$ cat src/rtl/cpu_regs_cfg.svh
/*
 Register offsets, status word field positions, reset values for the core register set.
 Assumes inclusion by the register file only.
*/
// Functional notes
// RULE_01: thirteen registers, seven banked in two copies
// RULE_02: 16-bit data words, words 0/1 byte halves
// RULE_03: words 2:0 and 3:1 form 32-bit pairs
// RULE_04: address words join, word 1 upper
// RULE_05: 16-bit frame base for frame addressing
// RULE_06: 20-bit instruction pointer
// RULE_07: 20-bit vector table base
// RULE_08: user and interrupt stack, one active
// RULE_09: 16-bit static base register
// RULE_10: status word has eleven flag bits
// RULE_11: bit 0 holds ALU carry
// RULE_12: bit 1 single-step, cleared on acknowledge
// RULE_13: bit 2 set on zero result
// RULE_14: bit 3 set on negative result
// RULE_15: bit 4 selects register bank
// RULE_16: bit 5 set on overflow
// RULE_17: bit 6 enables interrupts, cleared on acknowledge
// RULE_18: stack bit 0 interrupt, 1 user
// RULE_19: stack bit cleared on hardware/soft 0-31
// RULE_20: bits 8-11 reserved, 12-14 priority
// RULE_21: accept only priority above current level
// RULE_22: bit 15 reserved
// RULE_23: reserved bits ignore writes, read zero
`ifndef CPU_REGS_CFG_SVH
`define CPU_REGS_CFG_SVH

// word offsets on the bus, byte address = 4 * index
`define OFS_DATA_WORD_0 8'h00
`define OFS_DATA_WORD_1 8'h04
`define OFS_DATA_WORD_2 8'h08
`define OFS_DATA_WORD_3 8'h0C
`define OFS_ADDR_WORD_0 8'h10
`define OFS_ADDR_WORD_1 8'h14
`define OFS_FRAME_BASE 8'h18
`define OFS_INSTR_POINTER 8'h1C
`define OFS_VECTOR_TABLE_BASE 8'h20
`define OFS_USER_STACK_PTR 8'h24
`define OFS_IRQ_STACK_PTR 8'h28
`define OFS_STATIC_BASE 8'h2C
`define OFS_STATUS_WORD 8'h30

// status word field positions
`define SW_CARRY 0
`define SW_STEP 1
`define SW_ZERO 2
`define SW_SIGN 3
`define SW_BANK 4
`define SW_OVFL 5
`define SW_IEN 6
`define SW_STACK 7
`define SW_PRIO_LO 12
`define SW_PRIO_HI 14
`define SW_IMPL_MASK 16'h70FF
`define SW_SOFT_CLR_MAX 6'h1F

// reset values
`define RST_WORD16 16'h0000
`define RST_WORD20 20'h00000
`define RST_STATUS 16'h0000

`endif

$ cat src/rtl/cpu_regs_pkg.sv
/*
 Types for the core register set.
 Assumes cpu_regs_cfg.svh is on the include path.
*/
package cpu_regs_pkg;
    // datapath write port toward one architectural register
    typedef enum logic [3:0] {
        SEL_DW0, SEL_DW1, SEL_DW2, SEL_DW3, SEL_AW0, SEL_AW1, SEL_FB,
        SEL_IP, SEL_VTB, SEL_USP, SEL_ISP, SEL_SB, SEL_STATUS, SEL_SP
    } reg_sel_e;

    typedef struct packed {
        logic en;
        reg_sel_e sel;
        logic [1:0] bmask;  // bit0 low byte, bit1 high byte
        logic [19:0] data;
    } core_wr_s;

    // flag update from the ALU
    typedef struct packed {
        logic upd_c;
        logic upd_z;
        logic upd_s;
        logic upd_o;
        logic carry;
        logic [15:0] result;
        logic ovfl;
    } alu_flags_s;

    typedef struct packed {
        logic req;
        logic [2:0] prio;
        logic maskable;
    } irq_req_s;
endpackage

$ cat src/rtl/cpu_register_set_with_flags.sv
/*
 Core register set: banked data/address/frame registers, pointers, stacks and status word.
 Assumes the datapath gives at most one register write per cycle, Wishbone classic slave.
*/
`timescale 1ns/100ps
`include "cpu_regs_cfg.svh"
module cpu_register_set_with_flags (
    input wire logic i_clk_sys,
    input wire logic i_srst,
    input wire logic [7:0] i_wb_adr,
    input wire logic [31:0] i_wb_dat,
    input wire logic [3:0] i_wb_sel,
    input wire logic i_wb_we,
    input wire logic i_wb_cyc,
    input wire logic i_wb_stb,
    output logic [31:0] o_wb_dat,
    output logic o_wb_ack,
    input wire cpu_regs_pkg::core_wr_s i_core_wr,
    input wire cpu_regs_pkg::alu_flags_s i_alu,
    input wire logic i_instr_done,
    input wire cpu_regs_pkg::irq_req_s i_irq,
    input wire logic i_irq_ack,
    input wire logic i_step_ack,
    input wire logic i_soft_int,
    input wire logic [5:0] i_soft_int_num,
    output logic [15:0] o_data_word_0,
    output logic [15:0] o_data_word_1,
    output logic [15:0] o_data_word_2,
    output logic [15:0] o_data_word_3,
    output logic [7:0] o_data_word_0_high,
    output logic [7:0] o_data_word_0_low,
    output logic [7:0] o_data_word_1_high,
    output logic [7:0] o_data_word_1_low,
    output logic [31:0] o_data_pair_low,
    output logic [31:0] o_data_pair_high,
    output logic [31:0] o_addr_pair,
    output logic [15:0] o_frame_base,
    output logic [19:0] o_instr_pointer,
    output logic [19:0] o_vector_table_base,
    output logic [15:0] o_stack_ptr,
    output logic [15:0] o_static_base,
    output logic [15:0] o_status_word,
    output logic o_step_irq,
    output logic o_irq_accept
);
    // banked registers: index 0..6 = dw0..dw3, aw0, aw1, frame base
    logic [15:0] bank_reg [2][7];
    logic [19:0] ip_reg;
    logic [19:0] vtb_reg;
    logic [15:0] usp_reg;
    logic [15:0] isp_reg;
    logic [15:0] sb_reg;
    logic [15:0] sw_reg;
    logic [15:0] sw_next;
    logic ack_reg;

    // bus decode
    wire logic bus_req = i_wb_cyc && i_wb_stb && !ack_reg;
    // a write lands at the edge where the master sees ack, while it still holds the request
    wire logic bus_wr = i_wb_cyc && i_wb_stb && i_wb_we && ack_reg;
    wire logic [3:0] bus_idx = i_wb_adr[5:2];
    wire logic bus_hit = (i_wb_adr[1:0] == 2'h0) && (i_wb_adr[7:6] == 2'h0)
        && (bus_idx <= 4'hC);
    wire logic [1:0] bus_bmask = i_wb_sel[1:0];

    wire logic bank = sw_reg[`SW_BANK]; // RULE_15
    wire logic stack_sel = sw_reg[`SW_STACK];

    // a bus write drops the datapath write of the same cycle, whichever register either one targets
    wire logic any_wr = bus_wr ? bus_hit : i_core_wr.en;
    wire cpu_regs_pkg::reg_sel_e wr_sel = bus_wr ? cpu_regs_pkg::reg_sel_e'(bus_idx)
        : i_core_wr.sel;
    wire logic [1:0] wr_bm = bus_wr ? bus_bmask : i_core_wr.bmask;
    wire logic [19:0] wr_data = bus_wr ? i_wb_dat[19:0] : i_core_wr.data;
    // the active stack write resolves through the stack choice bit
    wire cpu_regs_pkg::reg_sel_e wr_tgt = (wr_sel == cpu_regs_pkg::SEL_SP)
        ? (stack_sel ? cpu_regs_pkg::SEL_USP : cpu_regs_pkg::SEL_ISP) : wr_sel; // RULE_18

    function automatic logic [15:0] merge16(input logic [15:0] old, input logic [15:0] nw,
                                           input logic [1:0] bm);
        merge16 = {bm[1] ? nw[15:8] : old[15:8], bm[0] ? nw[7:0] : old[7:0]}; // RULE_02
    endfunction

    // banked words, one process per entry and copy so each element has one driver
    for (genvar g = 0; g < 7; g++) begin : g_bank
        for (genvar b = 0; b < 2; b++) begin : g_copy
            wire logic hit = any_wr && (wr_tgt == cpu_regs_pkg::reg_sel_e'(g))
                && (bank == 1'(b)); // RULE_01
            always_ff @(posedge i_clk_sys) begin
                if (i_srst) begin
                    bank_reg[b][g] <= `RST_WORD16;
                end else if (hit) begin
                    bank_reg[b][g] <= merge16(bank_reg[b][g], wr_data[15:0], wr_bm);
                end
            end
        end
    end

    // instruction pointer is read-only on the bus; the datapath steers it
    wire logic ip_we = i_core_wr.en && !bus_wr && (i_core_wr.sel == cpu_regs_pkg::SEL_IP);
    always_ff @(posedge i_clk_sys) begin
        if (i_srst) begin
            ip_reg <= `RST_WORD20;
        end else if (ip_we) begin
            ip_reg <= i_core_wr.data; // RULE_06
        end
    end

    // pointers and static base; 20-bit table base uses all of write data
    always_ff @(posedge i_clk_sys) begin
        if (i_srst) begin
            vtb_reg <= `RST_WORD20;
            usp_reg <= `RST_WORD16;
            isp_reg <= `RST_WORD16;
            sb_reg <= `RST_WORD16;
        end else if (any_wr) begin
            if (wr_tgt == cpu_regs_pkg::SEL_VTB) begin
                vtb_reg <= wr_data; // RULE_07
            end
            if (wr_tgt == cpu_regs_pkg::SEL_USP) begin
                usp_reg <= merge16(usp_reg, wr_data[15:0], wr_bm); // RULE_08
            end
            if (wr_tgt == cpu_regs_pkg::SEL_ISP) begin
                isp_reg <= merge16(isp_reg, wr_data[15:0], wr_bm); // RULE_08
            end
            if (wr_tgt == cpu_regs_pkg::SEL_SB) begin
                sb_reg <= merge16(sb_reg, wr_data[15:0], wr_bm); // RULE_09
            end
        end
    end

    // interrupt acceptance: priority must beat the current level and, if maskable, enable
    wire logic [2:0] cur_prio = sw_reg[`SW_PRIO_HI:`SW_PRIO_LO];
    assign o_irq_accept = i_irq.req && (i_irq.prio > cur_prio)
        && (!i_irq.maskable || sw_reg[`SW_IEN]); // RULE_21 RULE_17
    assign o_step_irq = sw_reg[`SW_STEP] && i_instr_done; // RULE_12

    // status word: explicit writes first, then hardware events override them
    wire logic sw_wr = any_wr && (wr_sel == cpu_regs_pkg::SEL_STATUS);
    wire logic soft_low = i_soft_int && (i_soft_int_num <= `SW_SOFT_CLR_MAX);
    always_comb begin
        sw_next = sw_reg;
        if (sw_wr) begin
            sw_next = merge16(sw_reg, wr_data[15:0], wr_bm) & `SW_IMPL_MASK; // RULE_23 RULE_20
        end
        if (i_alu.upd_c) begin
            sw_next[`SW_CARRY] = i_alu.carry; // RULE_11
        end
        if (i_alu.upd_z) begin
            sw_next[`SW_ZERO] = (i_alu.result == 16'h0000); // RULE_13
        end
        if (i_alu.upd_s) begin
            sw_next[`SW_SIGN] = i_alu.result[15]; // RULE_14
        end
        if (i_alu.upd_o) begin
            sw_next[`SW_OVFL] = i_alu.ovfl; // RULE_16
        end
        if (i_step_ack) begin
            sw_next[`SW_STEP] = 1'b0; // RULE_12
        end
        if (i_irq_ack) begin
            sw_next[`SW_IEN] = 1'b0; // RULE_17
            sw_next[`SW_STACK] = 1'b0; // RULE_19
        end
        if (soft_low) begin
            sw_next[`SW_STACK] = 1'b0; // RULE_19
        end
        sw_next = sw_next & `SW_IMPL_MASK; // RULE_10 RULE_22
    end

    always_ff @(posedge i_clk_sys) begin
        if (i_srst) begin
            sw_reg <= `RST_STATUS;
        end else begin
            sw_reg <= sw_next;
        end
    end

    // bus answer: registered ack one cycle after the request, ack dropped the cycle after
    logic [19:0] rd_mux;
    always_comb begin
        unique case (bus_idx)
            4'h0, 4'h1, 4'h2, 4'h3, 4'h4, 4'h5, 4'h6: rd_mux = {4'h0, bank_reg[bank][bus_idx[2:0]]};
            4'h7: rd_mux = ip_reg;
            4'h8: rd_mux = vtb_reg;
            4'h9: rd_mux = {4'h0, usp_reg};
            4'hA: rd_mux = {4'h0, isp_reg};
            4'hB: rd_mux = {4'h0, sb_reg};
            4'hC: rd_mux = {4'h0, sw_reg};
            default: rd_mux = 20'h00000;
        endcase
    end

    always_ff @(posedge i_clk_sys) begin
        if (i_srst) begin
            ack_reg <= 1'b0;
            o_wb_dat <= 32'h00000000;
        end else begin
            ack_reg <= bus_req;
            o_wb_dat <= (bus_req && bus_hit) ? {12'h000, rd_mux} : 32'h00000000;
        end
    end
    assign o_wb_ack = ack_reg;

    // datapath views of the active bank and of the unbanked registers
    assign o_data_word_0 = bank_reg[bank][0];
    assign o_data_word_1 = bank_reg[bank][1];
    assign o_data_word_2 = bank_reg[bank][2];
    assign o_data_word_3 = bank_reg[bank][3];
    assign o_data_word_0_high = bank_reg[bank][0][15:8]; // RULE_02
    assign o_data_word_0_low = bank_reg[bank][0][7:0];
    assign o_data_word_1_high = bank_reg[bank][1][15:8];
    assign o_data_word_1_low = bank_reg[bank][1][7:0];
    assign o_data_pair_low = {bank_reg[bank][2], bank_reg[bank][0]}; // RULE_03
    assign o_data_pair_high = {bank_reg[bank][3], bank_reg[bank][1]}; // RULE_03
    assign o_addr_pair = {bank_reg[bank][5], bank_reg[bank][4]}; // RULE_04
    assign o_frame_base = bank_reg[bank][6]; // RULE_05
    assign o_instr_pointer = ip_reg;
    assign o_vector_table_base = vtb_reg;
    assign o_stack_ptr = stack_sel ? usp_reg : isp_reg; // RULE_18
    assign o_static_base = sb_reg;
    assign o_status_word = sw_reg;

    AST_RESERVED_ZERO: assert property (@(posedge i_clk_sys) disable iff (i_srst)
        (sw_reg & ~`SW_IMPL_MASK) == 16'h0000) else $error("reserved bits set"); // RULE_23
    AST_ACK_CLEARS_IEN: assert property (@(posedge i_clk_sys) disable iff (i_srst)
        i_irq_ack |=> !sw_reg[`SW_IEN] && !sw_reg[`SW_STACK]) else $error("ack kept I/U"); // RULE_17
    AST_SOFT_CLR: assert property (@(posedge i_clk_sys) disable iff (i_srst)
        soft_low |=> !sw_reg[`SW_STACK]) else $error("soft int kept U"); // RULE_19
    AST_STEP_CLR: assert property (@(posedge i_clk_sys) disable iff (i_srst)
        i_step_ack |=> !sw_reg[`SW_STEP]) else $error("step not cleared"); // RULE_12
    AST_ZERO: assert property (@(posedge i_clk_sys) disable iff (i_srst)
        i_alu.upd_z && !i_step_ack |=> sw_reg[`SW_ZERO] == ($past(i_alu.result) == 16'h0000))
        else $error("zero flag wrong"); // RULE_13
    AST_SIGN: assert property (@(posedge i_clk_sys) disable iff (i_srst)
        i_alu.upd_s |=> sw_reg[`SW_SIGN] == $past(i_alu.result[15])) else $error("sign wrong"); // RULE_14
    AST_CARRY: assert property (@(posedge i_clk_sys) disable iff (i_srst)
        i_alu.upd_c |=> sw_reg[`SW_CARRY] == $past(i_alu.carry)) else $error("carry wrong"); // RULE_11
    AST_ACCEPT: assert property (@(posedge i_clk_sys) disable iff (i_srst)
        o_irq_accept |-> i_irq.prio > sw_reg[`SW_PRIO_HI:`SW_PRIO_LO]) else $error("low prio taken"); // RULE_21
    AST_STACK: assert property (@(posedge i_clk_sys) disable iff (i_srst)
        o_stack_ptr == (sw_reg[`SW_STACK] ? usp_reg : isp_reg)) else $error("wrong stack"); // RULE_18
    AST_ACK_DROP: assert property (@(posedge i_clk_sys) disable iff (i_srst)
        o_wb_ack |=> !o_wb_ack) else $error("ack held");

    COV_IRQ: cover property (@(posedge i_clk_sys) o_irq_accept ##1 i_irq_ack);
    COV_BANK: cover property (@(posedge i_clk_sys) !bank ##[1:20] bank);
    COV_WR: cover property (@(posedge i_clk_sys) bus_req && i_wb_we ##1 bus_wr && bus_hit);
    COV_STEP: cover property (@(posedge i_clk_sys) o_step_irq ##1 i_step_ack);
endmodule

$ cat config.mk
export PLATFORM = sky130hd
export DESIGN_NAME = cpu_register_set_with_flags
export DESIGN_NICKNAME = d
export VERILOG_FILES = /design/src/rtl/cpu_regs_pkg.sv /design/src/rtl/cpu_register_set_with_flags.sv
export VERILOG_INCLUDE_DIRS = /design/src /design/src/rtl
export SDC_FILE = /design/constraint.sdc
export NUM_CORES = 1
export LEC_CHECK = 0
export BUFFER_PORTS_ARGS = -buffer_cell sky130_fd_sc_hd__buf_2
export CORE_MARGIN = 10
export CORE_UTILIZATION = 60
export CTS_BUF_LIST = sky130_fd_sc_hd__clkbuf_4 sky130_fd_sc_hd__clkbuf_8
export CTS_CLUSTER_DIAMETER = 80
export CTS_CLUSTER_SIZE = 30
export DETAILED_ROUTE_END_ITERATION = 10
export PLACE_DENSITY = 0.89
export SLEW_MARGIN = 20
export SYNTH_ARGS = -nofsm -noshare
export SYNTH_HDL_FRONTEND = slang
export SYNTH_SLANG_ARGS = --single-unit
$ cat constraint.sdc
create_clock -name i_clk_sys -period 6.5 [get_ports i_clk_sys]
set_clock_uncertainty 0.05 [all_clocks]
set_input_delay 0.65 -clock i_clk_sys [delete_from_list [all_inputs] [get_ports i_clk_sys]]
set_output_delay 0.65 -clock i_clk_sys [all_outputs]
set_load 0.005 [all_outputs]
# ---- Word-level counts from Yosys, hierarchy flattened
# Memory sizes are Yosys's and may differ from the RTL's. A register that Yosys moved wholly into a read port is not among the register bits.
# Cells that the tools add are included.
dict set report op_classes {
  magnitude_cmp 4
  n_bitwise 31
  muxes 119
  eq_ne 53
  reduce_logical 98
}
# operator n
set ops {}
lappend ops {{8-bit 2-to-1 mux} 56}
lappend ops {{20-bit one-hot mux with 7 select lines} 1}
lappend ops {{2-bit AND reduction} 35}
lappend ops {{1-bit 2-to-1 mux} 51}
lappend ops {{16-bit binary-select mux with 3-bit select} 1}
lappend ops {{16-bit 2-to-1 mux} 3}
lappend ops {{4-bit equality test, second input constant} 11}
lappend ops {{1-bit logical AND} 35}
lappend ops {{4-bit by 3-bit equality test with 1-bit output, second input constant} 8}
lappend ops {{1-bit != test, second input constant} 28}
lappend ops {{1-bit bitwise OR} 28}
lappend ops {{20-bit 2-to-1 mux} 1}
lappend ops {{3-bit AND reduction} 6}
lappend ops {{4-bit by 2-bit equality test with 1-bit output, second input constant} 4}
lappend ops {{16-bit zero test} 1}
lappend ops {{2-bit nonzero test} 8}
lappend ops {{6-bit 2-to-1 mux} 2}
lappend ops {{4-bit by 1-bit equality test with 1-bit output, second input constant} 2}
lappend ops {{4-bit zero test} 2}
lappend ops {{4-bit 2-to-1 mux} 2}
lappend ops {{7-bit OR reduction} 1}
lappend ops {{6-bit by 5-bit less-or-equal comparator with 1-bit output, second input constant} 1}
lappend ops {{2-bit OR reduction} 3}
lappend ops {{4-bit >= comparator, second input constant} 1}
lappend ops {{9 further kinds} 14}
dict set report word_totals {
  regBits 132
  n_memories 1
  ramBits 224
}
# name words word_bits rd rd_ports_with_merged_regs write_ports line
set memory_table {}
lappend memory_table {bank_reg 2 112 1 1 2 cpu_register_set_with_flags.sv:47} ;# logic [15:0] bank_reg [2][7];

# ---- Depth between registers and ports, before layout
dict set report logic_depth {
  word_depth 14
  ltp_mapped 7
  mapped_depth_nobuf 6
}

# ---- Worst setup path before layout
# Ideal clock, no wire load.
dict set report synth_timing {
  path_kind {input to register}
  from {input i_wb_adr[1]}
  to {memory bank_reg[0][88] in the netlist's numbering (enable)}
  path_buffers 1
  arrival_ns 2.323
  t_required_ns 6.075
  stages 5
  path_slack_ns 3.752
  path_cell_list {or4_1 > buf_2 > nor4_1 > o21ai_1 > o21bai_1}
}
# item line
set synth_lines {}
lappend synth_lines {{from (decl)} cpu_register_set_with_flags.sv:10} ;# input wire logic [7:0] i_wb_adr,
lappend synth_lines {{to (decl)} cpu_register_set_with_flags.sv:47}

==> impl_metrics.json <==
{
  "synth-edff-count": 224,
  "die_area_um2": 36040,
  "synth_top_area_share": 0.3887,
  "hpwlAfterDp_mm": 42.67,
  "synth_area_um2": 17310,
  "clkLatencyLatePin_ns": 0.58,
  "maxCapViolCount": 0,
  "crit_buf_inv": 2,
  "drt_first_pass_iters": 6,
  "netlist.top_cell.by_area": "edfxtp_1",
  "hp-start": "i_step_ack",
  "slowest_delay_ns": 0.84,
  "worstPathCellList": "buf_4, mux2_2, buf_2",
  "drive_gt1_frac": 0.3529,
  "cts.sink_count": 345,
  "cp.arrival_ns": 2.89,
  "cts_made_buffers": 16,
  "via_per_inst": 6.206,
  "area_delta_synth_final_pct": 10.69,
  "p_per_area_nw_per_um2": 198.4,
  "path_max_fanout": 60,
  "antenna_found_initial": 0,
  "p_sw_uw": 950.9,
  "timing.fmax_ghz": 0.2783,
  "p_int_uw": 2849,
  "ys.flop_type": "edfxtp_1",
  "cp.required_ns": 5.80,
  "die_y_um": 189.8,
  "fin_crit_ns": 3.593,
  "path_clk_slew_ns": 0.17,
  "die_w_um": 189.8,
  "synth_warnings": 0,
  "min_period_over_period": 0.5528,
  "htreeDepth": 1,
  "dr.first_iter.drc_count": 1949,
  "p_seq_frac": 0.632,
  "place.port_buffers": 407,
  "hold_slack_ns": 0.1799,
  "tns_ns": 0,
  "wl_mm": 56.61,
  "ios": 444,
  "pwr-share-comb": 0.103,
  "irDropWorstVdd_mv": 0.1740,
  "first_global_vias": 13906,
  "worst_slew_pin_slew_ns": 1.129,
  "outcome": "complete, no violations",
  "grt_pass1_wl_mm": 84.56,
  "rsz0062_at_grt": "false",
  "num_vias": 13882,
  "min_path_type": "in -> reg",
  "fp.coreArea_um2": 28550,
  "finalSetupViolations": 0,
  "synth.ff_latch_count": 345,
  "power.leakage_uw": 0.007847,
  "synth.distinct_cells": 64,
  "largest_reg_flops": 224,
  "path_delay_family": "buffers and inverters",
  "ctsHoldBuffers": 0,
  "fillCellCount": 2219,
  "routedWlPerCell_um": 25.31,
  "initial_utilization": 0.6062,
  "pwr-share-clk": 0.266,
  "final_nets": 1959,
  "cts.path.max_buffers": 3,
  "async_flop_share": 0,
  "grt_start_max_net_pins": 86,
  "cts_tree": "built",
  "syn_inst": 1612,
  "clockRootBuffer": "clkbuf_8",
  "end_kind": "output pin",
  "cts_resized": 0,
  "drtAntennaViolNets": 0,
  "path_class": "reg -> out",
  "worstSetupStartpointType": "register",
  "yosys-top-cells-area": "edfxtp_1 39%, dfxtp_1 14%, mux2_2 9.8%",
  "hold_violations": 0,
  "synth_area_per_cell_um2": 10.74,
  "place_congestion": 0.9356,
  "r2r_start": "o_wb_ack$_SDFF_PP0_",
  "crit_slowest_cell": "dfxtp_4",
  "drcViolationCount": 0,
  "totalPowerFinal_uw": 3800,
  "drv_slew": 0,
  "p_sw_frac": 0.2502,
  "fp-row-count": 62,
  "cts_setup_buffers": 0,
  "relSlewSlack": 0.2463,
  "yosysSeqAreaShare": 0.5286,
  "overflow": 0,
  "grt_usage": 0.3000,
  "antenna_cells": 0
}
[cells by family after synthesis]
logic type,after synthesis,share of synthesized area
other,1,0.0002167
AO/OA/AOI/OAI,214,0.08553
adder cells (fa/ha/maj),3,0.002169
AND/OR/NAND/NOR,587,0.1645
multiplexers,218,0.1405
flip-flops,345,0.5286
buffers and inverters,244,0.07844
[power groups by stage]
stage          combinational [uW]  clock, uW  sequential [uW]
5_1_grt                       417       1080             2410
2_1_floorplan                 244          0             2440
6_report                      390       1010             2400
4_1_cts                       385       1000             2400
3_5_place_dp                  383          0             2450
3_3_place_gp                  374          0             2440
[worst paths after layout]
| kind | cells past startpoint | slack, ns | to |
|---|---|---|---|
| max | 3 | 2.91 | o_data_word_2[13] |
| min | 2 | 0.18 | o_status_word[1]$_SDFFE_PP0P_ |
| max reg2reg | 6 | 3.04 | bank_reg[0][74]$_SDFFCE_PN0P_ |
| min reg2reg | 2 | 0.44 | o_instr_pointer[17]$_SDFFE_PP0P_ |
[worst reg2reg max path, cell delays in order, from the launching register on]
cell and delay (ns):
dfxtp_1 0.41, and4_1 0.17, buf_4 0.26, nor4b_1 0.94, o21ai_2 0.12, buf_4 0.28, o21bai_1 0.87
[placed cells by master (no fill, tap or decap), types with 8 or more instances in the layout]
| cell type | netlist | final |
|---|---|---|
| buf_2 | 8 | 406 |
| nor2_1 | 248 | 248 |
| edfxtp_1 | 224 | 224 |
| mux2_2 | 150 | 150 |
| dfxtp_1 | 121 | 120 |
| nand2b_1 | 73 | 73 |
| nand2_1 | 71 | 71 |
| mux2i_1 | 63 | 62 |
| a21oi_1 | 59 | 59 |
| nor3_1 | 52 | 52 |
| nand3_1 | 51 | 51 |
| o22ai_1 | 30 | 30 |
| buf_4 | 113 | 27 |
| a22oi_1 | 21 | 21 |
| nand3b_1 | 20 | 20 |
| conb_1 | 1 | 17 |
| clkbuf_8 | 0 | 17 |
| a31o_2 | 14 | 14 |
| o21bai_1 | 13 | 13 |
| nor4_1 | 11 | 10 |
| o211ai_1 | 10 | 10 |
| o21ai_2 | 2 | 9 |
| inv_1 | 8 | 8 |
| or3_1 | 8 | 8 |
[metal layers]
layer	track usage	wire length (um)
met4	0.09585	1852
met5	0	0
met1	0.3866	21380
met3	0.07964	7020
met2	0.4842	26360
[per-stage QoR]
stage | cell area (um^2) | setup WS [ns] | util | cells
global route | 19160 | 2.736 | 0.6711 | 2237
global placement | 18800 | 2.478 | 0.6584 | 2209
detailed placement | 18800 | 2.398 | 0.6584 | 2209
floorplan | 17370 | 3.752 | - | 1628
CTS | 19150 | 2.897 | 0.6707 | 2237
finish | 19160 | 2.907 | 0.6711 | 2237
[final cells by class]
type                            count  area [um^2]  area share
Sequential cell                   345         9153      0.4778
Multi-Input combinational cell   1039         6909      0.3607
Timing Repair Buffer              433         2235      0.1166
Tap cell                          384        480.5     0.02508
Clock buffer                       22        271.5     0.01417
Clock inverter                      6        78.83    0.004115
Inverter                            8        30.03    0.001568
[synthesized netlist by cell type (all sizes together) (7+ instances only)]
library cell	number
a22oi	21
buf	137
o21bai	13
nor2	248
o22ai	30
o211ai	10
inv	8
a21boi	7
a31o	14
mux2	150
dfxtp	121
clkbuf	99
nor2b	7
nand3	51
o21ai	14
nand3b	20
mux2i	63
nor4	12
edfxtp	224
or3	8
a21oi	59
nor3	52
nand2b	73
nand2	71
Note: power is estimated with default switching activity, not from simulation.
